File: src/i2cb_pkg.sv
// shared constants and types for the two-wire byte controller
package i2cb_pkg;

	// ****************************************
	// register map (byte addresses)
	// ****************************************
	localparam logic [7:0] OFS_DATA = 8'h00;
	localparam logic [7:0] OFS_CTRL = 8'h04;
	localparam logic [7:0] OFS_STAT = 8'h08;
	localparam logic [7:0] OFS_ADDR = 8'h0c;
	localparam logic [7:0] OFS_DIV = 8'h10;

	// ****************************************
	// field positions
	// ****************************************
	localparam int CB_EN = 7;
	localparam int CB_MST = 5;
	localparam int CB_TX = 4;
	localparam int CB_ACK_DRIVE_VALUE = 3;
	localparam int CB_RSTA = 2;
	localparam int SB_TCF = 7;
	localparam int SB_IAAS = 6;
	localparam int SB_BUSY = 5;
	localparam int SB_ARBITRATION_LOST_FLAG = 4;
	localparam int SB_SRW = 2;
	localparam int SB_RXAK = 0;
	localparam int AB_LSB = 1;

	// ****************************************
	// reset values and counts
	// ****************************************
	localparam logic [7:0] DATA_RST = 8'h00;
	localparam logic [6:0] ADDR_RST = 7'h00;
	localparam logic [15:0] DIV_RST = 16'h01f4;
	localparam logic [3:0] BIT_ACK = 4'h8;
	localparam logic [3:0] BIT_LAST = 4'h7;

	// ****************************************
	// types
	// ****************************************
	typedef enum logic [3:0] {
		SG_IDLE, SG_START, SG_LOW, SG_HIGH, SG_STOP1, SG_STOP2, SG_STOP3,
		SG_RS1, SG_RS2
	} i2cb_sg_t;

	typedef enum logic [1:0] {PH_IDLE, PH_XFER, PH_HOLD} i2cb_ph_t;

	typedef struct packed {
		logic scl;
		logic sda;
	} i2cb_line_t;

	typedef struct packed {
		logic scl_rise;
		logic scl_fall;
		logic start;
		logic stop;
	} i2cb_evt_t;

endpackage

File: src/i2cb_sync.sv
// two-flop synchroniser for the bus lines
`timescale 1ns/1ps
module i2cb_sync import i2cb_pkg::*; (
	input wire logic clk,
	input wire logic rst_n,
	input wire i2cb_line_t d,
	output i2cb_line_t q
);
	typedef struct packed {
		i2cb_line_t s1;
		i2cb_line_t s2;
	} i2cb_sync_st_t;

	i2cb_sync_st_t st_q, st_d;

	always_comb begin
		st_d = st_q;
		st_d.s1 = d;
		st_d.s2 = st_q.s1;
	end

	always_ff @(posedge clk or negedge rst_n) begin
		if (!rst_n) begin
			st_q <= '1;
		end else begin
			st_q <= st_d;
		end
	end

	assign q = st_q.s2;
endmodule

File: src/i2cb_cond.sv
// edge, start and stop detection on synchronised lines
`timescale 1ns/1ps
module i2cb_cond import i2cb_pkg::*; (
	input wire logic clk,
	input wire logic rst_n,
	input wire i2cb_line_t line,
	output i2cb_evt_t evt
);
	typedef struct packed {
		i2cb_line_t prev;
	} i2cb_cond_st_t;

	i2cb_cond_st_t st_q, st_d;

	always_comb begin
		st_d = st_q;
		st_d.prev = line;
	end

	always_ff @(posedge clk or negedge rst_n) begin
		if (!rst_n) begin
			st_q <= '1;
		end else begin
			st_q <= st_d;
		end
	end

	// sda changing while scl stays high marks start or stop
	assign evt.scl_rise = line.scl & ~st_q.prev.scl;
	assign evt.scl_fall = ~line.scl & st_q.prev.scl;
	assign evt.start = line.scl & st_q.prev.scl & st_q.prev.sda & ~line.sda;
	assign evt.stop = line.scl & st_q.prev.scl & ~st_q.prev.sda & line.sda;
endmodule

File: src/i2cb_top.sv
// two-wire bus byte controller with apb register access
`timescale 1ns/1ps
module i2cb_top import i2cb_pkg::*; (
	input wire logic clk,
	input wire logic rst_n,
	input wire logic psel,
	input wire logic penable,
	input wire logic pwrite,
	input wire logic [7:0] paddr,
	input wire logic [31:0] pwdata,
	output logic [31:0] prdata,
	output logic pready,
	output logic pslverr,
	input wire logic scl_i,
	output logic scl_o,
	output logic scl_oe,
	input wire logic sda_i,
	output logic sda_o,
	output logic sda_oe
);
	typedef struct packed {
		logic en;
		logic master_select;
		logic tx;
		logic ack_drive_value;
		logic [6:0] own;
		logic [15:0] div;
		logic transfer_complete_flag;
		logic iaas;
		logic busy;
		logic arbitration_lost_flag;
		logic srw;
		logic rxak;
		logic [7:0] rxd;
		logic [7:0] shr;
		logic [3:0] cnt;
		i2cb_ph_t ph;
		i2cb_sg_t sg;
		logic master;
		logic xmit;
		logic adr;
		logic sda_drv;
		logic stop_req;
		logic rs_req;
		logic [15:0] tmr;
		logic [31:0] prdata;
	} i2cb_st_t;

	i2cb_st_t q, d;
	i2cb_line_t raw, line;
	i2cb_evt_t ev;
	logic acc;
	logic hit;
	logic lost;
	logic tmr_end;
	logic stopping;
	logic [7:0] byte_in;
	logic [7:0] ctrl_rd;
	logic [7:0] stat_rd;

	// ****************************************
	// line synchronisation and events
	// ****************************************
	assign raw.scl = scl_i;
	assign raw.sda = sda_i;

	i2cb_sync u_sync (
		.clk(clk),
		.rst_n(rst_n),
		.d(raw),
		.q(line)
	);

	i2cb_cond u_cond (
		.clk(clk),
		.rst_n(rst_n),
		.line(line),
		.evt(ev)
	);

	// ****************************************
	// next state
	// ****************************************
	always_comb begin
		d = q;
		lost = 1'b0;
		acc = psel & penable;
		hit = (paddr == OFS_DATA) | (paddr == OFS_CTRL) |
			(paddr == OFS_STAT) | (paddr == OFS_ADDR) | (paddr == OFS_DIV);
		tmr_end = q.tmr >= q.div;
		stopping = (q.sg == SG_STOP1) | (q.sg == SG_STOP2) |
			(q.sg == SG_STOP3);
		byte_in = {q.shr[6:0], line.sda};
		ctrl_rd = 8'h00;
		ctrl_rd[CB_EN] = q.en;
		ctrl_rd[CB_MST] = q.master_select;
		ctrl_rd[CB_TX] = q.tx;
		ctrl_rd[CB_ACK_DRIVE_VALUE] = q.ack_drive_value;
		stat_rd = 8'h00;
		stat_rd[SB_TCF] = q.transfer_complete_flag;
		stat_rd[SB_IAAS] = q.iaas;
		stat_rd[SB_BUSY] = q.busy;
		stat_rd[SB_ARBITRATION_LOST_FLAG] = q.arbitration_lost_flag;
		stat_rd[SB_SRW] = q.srw;
		stat_rd[SB_RXAK] = q.rxak;

		// read data is captured in the setup cycle
		if (psel & ~penable) begin
			case (paddr)
				OFS_DATA: d.prdata = {24'h000000, q.rxd};
				OFS_CTRL: d.prdata = {24'h000000, ctrl_rd};
				OFS_STAT: d.prdata = {24'h000000, stat_rd};
				OFS_ADDR: d.prdata = {24'h000000, q.own, 1'b0};
				OFS_DIV: d.prdata = {16'h0000, q.div};
				default: d.prdata = 32'h00000000;
			endcase
		end

		// ****************************************
		// software accesses
		// ****************************************
		if (acc & pwrite) begin
			case (paddr)
				OFS_CTRL: begin
					d.en = pwdata[CB_EN];
					d.tx = pwdata[CB_TX];
					d.ack_drive_value = pwdata[CB_ACK_DRIVE_VALUE];
					d.iaas = 1'b0;
					if (pwdata[CB_MST] & ~q.master_select) begin
						if (q.busy) begin
							d.arbitration_lost_flag = 1'b1;
						end else begin
							d.master_select = 1'b1;
							d.master = 1'b1;
							d.sg = SG_START;
							d.ph = PH_HOLD;
							d.adr = 1'b1;
							d.sda_drv = 1'b1;
							d.tmr = 16'h0000;
						end
					end else if (~pwdata[CB_MST] & q.master_select) begin
						d.master_select = 1'b0;
						d.stop_req = 1'b1;
					end
					if (pwdata[CB_RSTA]) begin
						if (q.master) begin
							d.rs_req = 1'b1;
						end else begin
							d.arbitration_lost_flag = 1'b1;
						end
					end
				end
				OFS_STAT: begin
					if (pwdata[SB_ARBITRATION_LOST_FLAG]) begin
						d.arbitration_lost_flag = 1'b0;
					end
				end
				OFS_ADDR: d.own = pwdata[7:AB_LSB];
				OFS_DIV: d.div = pwdata[15:0];
				OFS_DATA: begin
					if (q.tx) begin
						d.transfer_complete_flag = 1'b0;
						if (q.master & q.adr & (pwdata[7:AB_LSB] == q.own)) begin
							d.arbitration_lost_flag = 1'b1;
							d.master_select = 1'b0;
							d.stop_req = 1'b1;
						end else if (q.ph == PH_HOLD) begin
							d.shr = pwdata[7:0];
							d.cnt = 4'h0;
							d.ph = PH_XFER;
							d.xmit = 1'b1;
							if (~q.master | (q.sg == SG_LOW)) begin
								d.sda_drv = ~pwdata[7];
							end
							d.tmr = 16'h0000;
						end
					end
				end
				default: ;
			endcase
		end
		if (acc & ~pwrite & (paddr == OFS_DATA) & ~q.tx) begin
			d.transfer_complete_flag = 1'b0;
			if ((q.ph == PH_HOLD) & ~q.adr) begin
				d.cnt = 4'h0;
				d.ph = PH_XFER;
				d.xmit = 1'b0;
				d.sda_drv = 1'b0;
				d.tmr = 16'h0000;
			end
		end

		// ****************************************
		// bus conditions
		// ****************************************
		if (ev.start) begin
			d.busy = 1'b1;
			if (~q.master) begin
				d.ph = PH_XFER;
				d.cnt = 4'h0;
				d.adr = 1'b1;
				d.xmit = 1'b0;
				d.iaas = 1'b0;
				d.sda_drv = 1'b0;
			end
		end
		if (ev.stop) begin
			d.busy = 1'b0;
			if (q.master & ~stopping) begin
				d.arbitration_lost_flag = 1'b1;
				d.master = 1'b0;
				d.master_select = 1'b0;
				d.sg = SG_IDLE;
			end
			if (~q.master) begin
				d.ph = PH_IDLE;
				d.sda_drv = 1'b0;
			end
		end

		// ****************************************
		// bit engine, shared by master and slave
		// ****************************************
		if (ev.scl_rise & (q.ph == PH_XFER) & (q.sg != SG_RS2)) begin
			if (q.cnt < BIT_ACK) begin
				d.shr = byte_in;
				lost = q.master & q.xmit & ~q.sda_drv & ~line.sda;
			end else if (q.cnt == BIT_ACK) begin
				if (q.xmit) begin
					d.rxak = line.sda;
				end else begin
					lost = q.master & ~q.sda_drv & ~line.sda;
				end
			end
			if (q.cnt <= BIT_ACK) begin
				d.cnt = q.cnt + 4'h1;
			end
			if (lost) begin
				d.master = 1'b0;
				d.master_select = 1'b0;
				d.arbitration_lost_flag = 1'b1;
				d.sda_drv = 1'b0;
				d.xmit = 1'b0;
				d.sg = SG_IDLE;
				d.stop_req = 1'b0;
				d.rs_req = 1'b0;
			end
			if ((q.cnt == BIT_LAST) & ~d.master & ~q.xmit) begin
				if (q.adr) begin
					if (byte_in[7:AB_LSB] == q.own) begin
						d.iaas = 1'b1;
						d.srw = byte_in[0];
					end else begin
						d.ph = PH_IDLE;
					end
				end
			end
			if ((q.cnt == BIT_LAST) & ~q.xmit & ~q.adr) begin
				d.rxd = byte_in;
			end
		end
		if (ev.scl_fall & (q.ph == PH_XFER)) begin
			if (q.cnt < BIT_ACK) begin
				d.sda_drv = q.xmit & ~q.shr[7];
			end else if (q.cnt == BIT_ACK) begin
				d.sda_drv = ~q.xmit & (q.adr ? q.iaas : ~q.ack_drive_value);
			end else begin
				d.transfer_complete_flag = 1'b1;
				d.sda_drv = 1'b0;
				d.cnt = 4'h0;
				d.adr = 1'b0;
				if (~q.master & (~q.iaas | (q.xmit & q.rxak))) begin
					d.ph = PH_IDLE;
				end else begin
					d.ph = PH_HOLD;
				end
			end
		end

		// ****************************************
		// master clock generator
		// ****************************************
		if (~tmr_end) begin
			d.tmr = q.tmr + 16'h0001;
		end
		case (q.sg)
			SG_IDLE: ;
			SG_START: begin
				if (tmr_end) begin
					d.sg = SG_LOW;
					d.tmr = 16'h0000;
				end
			end
			SG_LOW: begin
				if (tmr_end & (q.ph == PH_XFER)) begin
					d.sg = SG_HIGH;
					d.tmr = 16'h0000;
				end else if (tmr_end & q.stop_req) begin
					d.sg = SG_STOP1;
					d.sda_drv = 1'b1;
					d.stop_req = 1'b0;
					d.ph = PH_IDLE;
					d.tmr = 16'h0000;
				end else if (tmr_end & q.rs_req) begin
					d.sg = SG_RS1;
					d.sda_drv = 1'b0;
					d.adr = 1'b1;
					d.cnt = 4'h0;
					d.rs_req = 1'b0;
					d.tmr = 16'h0000;
				end
			end
			SG_HIGH: begin
				if (ev.scl_fall | (line.scl & tmr_end)) begin
					d.sg = SG_LOW;
					d.tmr = 16'h0000;
				end else if (~line.scl) begin
					d.tmr = 16'h0000;
				end
			end
			SG_STOP1: begin
				if (tmr_end) begin
					d.sg = SG_STOP2;
					d.tmr = 16'h0000;
				end
			end
			SG_STOP2: begin
				if (~line.scl) begin
					d.tmr = 16'h0000;
				end else if (tmr_end) begin
					d.sg = SG_STOP3;
					d.sda_drv = 1'b0;
					d.tmr = 16'h0000;
				end
			end
			SG_STOP3: begin
				if (tmr_end) begin
					d.sg = SG_IDLE;
					d.master = 1'b0;
				end
			end
			SG_RS1: begin
				if (tmr_end) begin
					d.sg = SG_RS2;
					d.tmr = 16'h0000;
				end
			end
			SG_RS2: begin
				if (~line.scl) begin
					d.tmr = 16'h0000;
				end else if (tmr_end) begin
					d.sg = SG_START;
					d.sda_drv = 1'b1;
					d.tmr = 16'h0000;
				end
			end
			default: d.sg = SG_IDLE;
		endcase

		// disabled block drives nothing
		if (~d.en) begin
			d.master = 1'b0;
			d.master_select = 1'b0;
			d.ph = PH_IDLE;
			d.sg = SG_IDLE;
			d.sda_drv = 1'b0;
			d.stop_req = 1'b0;
			d.rs_req = 1'b0;
		end
	end

	// ****************************************
	// state register
	// ****************************************
	always_ff @(posedge clk or negedge rst_n) begin
		if (!rst_n) begin
			q <= '0;
			q.own <= ADDR_RST;
			q.div <= DIV_RST;
			q.rxd <= DATA_RST;
			q.ph <= PH_IDLE;
			q.sg <= SG_IDLE;
		end else begin
			q <= d;
		end
	end

	// ****************************************
	// outputs
	// ****************************************
	assign prdata = q.prdata;
	assign pready = 1'b1;
	assign pslverr = acc & ~hit;
	assign scl_o = 1'b0;
	assign sda_o = 1'b0;
	assign sda_oe = q.en & q.sda_drv;
	assign scl_oe = q.en & (((q.sg == SG_LOW) | (q.sg == SG_STOP1) |
		(q.sg == SG_RS1)) | (~q.master & (q.ph == PH_HOLD)));
endmodule

File: config.mk
export PLATFORM = sky130hd
export DESIGN_NAME = i2cb_top
export DESIGN_NICKNAME = d
export VERILOG_FILES = /design/src/i2cb_pkg.sv /design/src/i2cb_sync.sv /design/src/i2cb_cond.sv /design/src/i2cb_top.sv
export SDC_FILE = /design/constraint.sdc
export NUM_CORES = 1
export LEC_CHECK = 0
export BUFFER_PORTS_ARGS = -buffer_cell sky130_fd_sc_hd__buf_2
export CORE_MARGIN = 2
export CORE_UTILIZATION = 31
export CTS_CLUSTER_SIZE = 16
export DETAILED_ROUTE_END_ITERATION = 16
export HOLD_SLACK_MARGIN = 0.03
export PLACE_DENSITY = 0.45
export SETUP_SLACK_MARGIN = 0.15
export SYNTH_ARGS = -nofsm -noshare
export SYNTH_HDL_FRONTEND = slang
export SYNTH_HIERARCHICAL = 1
export SYNTH_SLANG_ARGS = --single-unit
export TNS_END_PERCENT = 5
File: constraint.sdc
create_clock -name clk -period 2.95 [get_ports clk]
set_clock_uncertainty 0.15 [all_clocks]
set_input_delay 0 -clock clk [delete_from_list [all_inputs] [get_ports clk]]
set_output_delay 0 -clock clk [all_outputs]
set_load 0.1 [all_outputs]
[Word-level counts from Yosys, hierarchy flattened]
Index checks and enable logic that the tools add are counted.
Storage, ports and cells
  flip-flop bits (word level): 119
  input bits: 47
  output and inout bits: 38
  word-level logic and storage cells: 314
Operators by class
  add/sub/neg operators: 2
  order comparisons: 3
  equality and inequality tests: 19
  multiplexer cells: 172
  bitwise logic cells: 76
  reductions and logical operators: 11
Operators by type and width (count)
  $mux W16: 15
  $pmux W16 S5: 1
  $mux W1: 78
  $mux W14: 5
  $mux W6: 11
  $pmux W16 S4: 1
  $mux W4: 15
  $mux W7: 7
  $and A1 B1 Y1: 43
  $mux W40: 1
  $pmux W4 S9: 1
  $mux W2: 17
  $pmux W16 S2: 1
  $mux W31: 1
  $mux W29: 1
  $not A1 Y1: 21
  $eq A4 B3 Y1 const B: 5
  $mux W17: 1
  $add A16 B1 Y16 const B: 1
  $eq A8 B4 Y1 const B: 2
  $ge A16 B16 Y1: 1
  $mux W8: 2
  $mux W3: 5
  $mux W5: 3
  other kinds (24): 44

[Logic depth before layout (Yosys ltp)]
  depth after elaboration: 29
  gate-level depth with buffers: 11
  mapped depth without buffers: 9

[By module]
Netlist, hierarchy kept.
Modules (own cells, without submodules)
  i2cb_top: instances 1, cells each 685, area each 6158.4 um^2
  i2cb_sync: instances 1, cells each 4, area each 105.1 um^2
  i2cb_cond: instances 1, cells each 6, area each 85.1 um^2

[Worst setup path after synthesis]
OpenSTA, ideal clock, no wires.
  path kind: in2out
  from: input port paddr[3]
  to: output port pslverr
  arrival time: 2843 ps
  data required time: 2800 ps
  slack: -43 ps
  stages: 5
  cells stage by stage: clkbuf_1 or4_1 nor2_1 clkbuf_1 nor3_1
Between the ends
  longest elaborated chain between the ends: 7
  elaborated cells on any way between the ends: 11
  those cells by class: eq/ne (4); bitwise (6); reduce/logical (1)
Ends and longest elaborated chain
  start, declared: RTL line i2cb_top.sv:9  | input wire logic [7:0] paddr,
  $eq A8 B3 Y1 or $logic_not A8 Y1 (tied branches): RTL line i2cb_top.sv:88  | hit = (paddr == OFS_DATA) | (paddr == OFS_CTRL) |
  $or A1 B1 Y1 (2 in series): RTL line i2cb_top.sv:88
  $or A1 B1 Y1: RTL line i2cb_top.sv:89  | (paddr == OFS_STAT) | (paddr == OFS_ADDR) | (paddr == OFS_DIV);
  $or A1 B1 Y1 *: RTL line i2cb_top.sv:89
  $not A1 Y1 *: RTL line i2cb_top.sv:393  | assign pslverr = acc & ~hit;
  $and A1 B1 Y1 *: RTL line i2cb_top.sv:393
  end, declared: RTL line i2cb_top.sv:13  | output logic pslverr,
Every way passes the cells marked *; elsewhere a longest branch is shown, timed or not.

==> metrics.cfg <==
[yosys]
mappedNetlistArea_sq_um = 6350
synth_largest_type_area_fraction = 0.359
synth-main-ff-cell = sky130_fd_sc_hd__dfrtp_1
postSynthRegisterBits = 103
syn_area_per_cell_sq_um = 9.13
number_of_flops_mapped_to_enable_cells_by_yosys = 0
ys.warnings.count = 6
synthCells = 695
synth.top_cells.by_area = sky130_fd_sc_hd__dfrtp_1 36%, sky130_fd_sc_hd__mux2_2 5.1%, sky130_fd_sc_hd__dfstp_2 5.0%
synth.yosys.seq_area_share = 0.408
synth.largest_area_cell = sky130_fd_sc_hd__dfrtp_1
async_flop_share = 1.00
yosys.cell_types.count = 72

[detailed_routing]
drc_errors = 0
drt_pre_antenna_iters = 5
wirelength_routed_mm = 18.8
drt_first_iter_violations = 421
vias = 5418
wire_length_per_cell_after_detailed_routing_um = 18.0
number_of_nets_with_antenna_violations_after_routing = 0
routed_via_density = 5.19

[floorplan]
ioPinCount = 85
chipHeight_um = 147
std_cell_rows = 52
design.die.area_sq_um = 21600
core-area_sq_um = 20200
floorplan.initialDensity = 0.315
chipWidth_um = 147

[global_routing]
pin_count_of_the_biggest_net_entering_global_routing = 58
grt.total_usage = 0.178
first_global_vias = 5491
grt.overflow.total = 0
antenna_found_initial = 3
grt_pass1_wl_mm = 30.3

[placed_design]
place_area_sq_um = 6930
numPortBuffers = 49
place.gp.congestion = 0.854
dp.final_hpwl_mm = 14.0
dpl.cell_count = 1007

[critical_path]
critPathCaptureType = flop
cp-start-kind = flop
worst_path_max_fanout = 5
cp_top_family = simple AND/OR/NAND/NOR gates
critical-path-max-stage-delay_ns = 0.74
data_required_time_at_the_worst_endpoint_ns = 3.10
timing.critical_path.slowest_stage_cell = sky130_fd_sc_hd__or4b_2
timing.critical_path.cells = or4b_2, and3_1, a21oi_2, nor2b_1, buf_4, nand4_1, o211ai_1, a22o_1
criticalPathCategory = flop to flop
r2r_setup_slack_ns = 0.24
crit_arrival_ns = 2.86
timing.critical_path.buf_inv = 1

[sta]
fin_crit_ns = 2.71
rsz0062_at_grt = true
setup_viol = 0
timing.slew.headroom = 0.500
tns_ns = 0
report.final.slew_viol_count = 0
hold_viol_final = 0
fin_worst_hold_slack_ns = 0.0530
worst_slew_pin_slew_ns = 0.747
share_of_the_clock_period_used_by_the_worst_path = 0.920
maxClockFrequency_mhz = 368

[flow_run]
count_of_maximum_capacitance_violations = 0

[power_and_ir_drop]
power_per_cell_area_nw_per_um2 = 592
max-vdd-ir-drop_mv = 0.326
cellLeakagePower_nw = 3.20

[clock_network]
clk_latency_ns = 0.36
tritoncts = done
numClockSinks = 103
max-clock-path-buffers = 2
clockRootBuffer = sky130_fd_sc_hd__clkbuf_16
cts-htree-levels = 3
worst_setup_hold_path_clk_slew_ns = 0.08
tritoncts.num_buffers = 9
postCtsSetupBuffers = 0

[finish]
n_fill_cell = 2079
mostFrequentLayoutCells = 91 x sky130_fd_sc_hd__dfrtp_1, 81 x sky130_fd_sc_hd__nand2_1, 48 x sky130_fd_sc_hd__buf_2, 42 x sky130_fd_sc_hd__o21ai_0, 42 x sky130_fd_sc_hd__buf_4
fin_cells = 1044
final_util = 0.371
most_common_library_cell_in_the_layout_ignoring_fill_and_taps = sky130_fd_sc_hd__dfrtp_1
area_delta_synth_final_pct = 17.8
post_route_cells_drive_above_1_share = 0.217
final_area_sq_um = 7480
final_nets = 834

[run_status]
outcome = finished clean

[hold_path]
worstHoldPathType = input pin to asynchronous set/reset pin

-- power breakdown --
| part | switching, mW | total [mW] | internal (mW) |
|---|---|---|---|
| logic | 0.977 | 1.48 | 0.498 |
| registers | 0.115 | 1.62 | 1.51 |
| clock network | 0.575 | 1.33 | 0.755 |
| total | 1.67 | 4.43 | 2.76 |
-- layer usage --
layer  share of wire  routed length (um)  GRT usage  up-vias
met4           0.019                 353     0.0490        4
met1            0.46                8680      0.241     2636
li1                -                   -          -     2594
met5          0.0014                  26          0        -
met2            0.47                8850      0.289      149
met3           0.045                 842     0.0379       35
-- worst reg2reg max path, cell delays in order, from the launching register on --
cell and delay (ns):
sky130_fd_sc_hd__dfrtp_1 0.40, sky130_fd_sc_hd__or4b_2 0.74, sky130_fd_sc_hd__and3_1 0.28, sky130_fd_sc_hd__a21oi_2 0.28, sky130_fd_sc_hd__nor2b_1 0.30, sky130_fd_sc_hd__buf_4 0.17
sky130_fd_sc_hd__nand4_1 0.09, sky130_fd_sc_hd__o211ai_1 0.11, sky130_fd_sc_hd__a22o_1 0.15
-- kinds of logic after synthesis --
logic type	count (synthesis)	share of synthesized area
buffers and inverters	98	0.0814
AND/OR/NAND/NOR	253	0.205
XOR/XNOR	16	0.0221
other	2	0.00118
adder cells (fa/ha/maj)	19	0.0374
flip-flops	103	0.408
multiplexers	45	0.0826
AO/OA/AOI/OAI	159	0.162
-- per-stage QoR --
step	total power [mW]	setup WS, ns
finish	4.43	0.236
global route	4.74	0.0672
CTS	4.47	0.124
detailed placement	3.10	0.152
global placement	3.07	0.161
floorplan	2.61	0.324
-- final timing paths --
check / cells past startpoint / to / startpoint
max reg2reg: 8 / q[55]$_DFF_PN0_ / q[54]$_DFF_PN0_
min: 2 / q[47]$_DFF_PN0_ / rst_n
max: 8 / q[55]$_DFF_PN0_ / q[54]$_DFF_PN0_
min in group clk: 6 / prdata[9]$_DFFE_PN0P_ / paddr[4]
min reg2reg: 0 / u_sync/q[1]$_DFF_PN1_ / u_sync/st_d[1]$_DFF_PN1_
max in group asynchronous: 3 / u_sync/q[0]$_DFF_PN1_ / rst_n
-- cell usage after synthesis, types with 10 or more instances --
cell / n
sky130_fd_sc_hd__mux2_2: 29
sky130_fd_sc_hd__a21oi_1: 35
sky130_fd_sc_hd__nand2b_1: 15
sky130_fd_sc_hd__inv_1: 32
sky130_fd_sc_hd__buf_4: 35
sky130_fd_sc_hd__o21ai_0: 43
sky130_fd_sc_hd__ha_1: 19
sky130_fd_sc_hd__nor2_1: 40
sky130_fd_sc_hd__dfstp_2: 12
sky130_fd_sc_hd__dfrtp_1: 91
sky130_fd_sc_hd__nor2b_1: 13
sky130_fd_sc_hd__clkbuf_1: 25
sky130_fd_sc_hd__or3_1: 10
sky130_fd_sc_hd__nand2_1: 81
sky130_fd_sc_hd__nand3_1: 24
sky130_fd_sc_hd__mux2i_1: 13
sky130_fd_sc_hd__a31oi_1: 19
sky130_fd_sc_hd__nor3_1: 18
sky130_fd_sc_hd__xnor2_1: 14
-- flip-flops by register name, summed over array words and instances, names as in the netlist --
name,flops
prdata,16
ctrl_rd,4
u_sync/q,2
byte_in,7
q,70
u_sync/st_d,2
u_cond/st_q,2
-- layout make-up --
class	instances	area (sq um)	area share
multi-input combinational	511	3320	0.444
sequential	103	2590	0.347
timing repair buffer	111	776	0.104
tap	270	338	0.0452
clock buffer	9	225	0.0301
inverter	32	120	0.0161
clock inverter	7	104	0.0139
antenna	1	2.50	0.000335
-- repair_timing --
action	CTS	global route
hold buffers	20	0
resized for setup	0	3
endpoints found under the hold margin	92	0
endpoints found under the setup margin	3	28
pin swaps	0	0
Note: power is estimated with default switching activity, not from simulation.
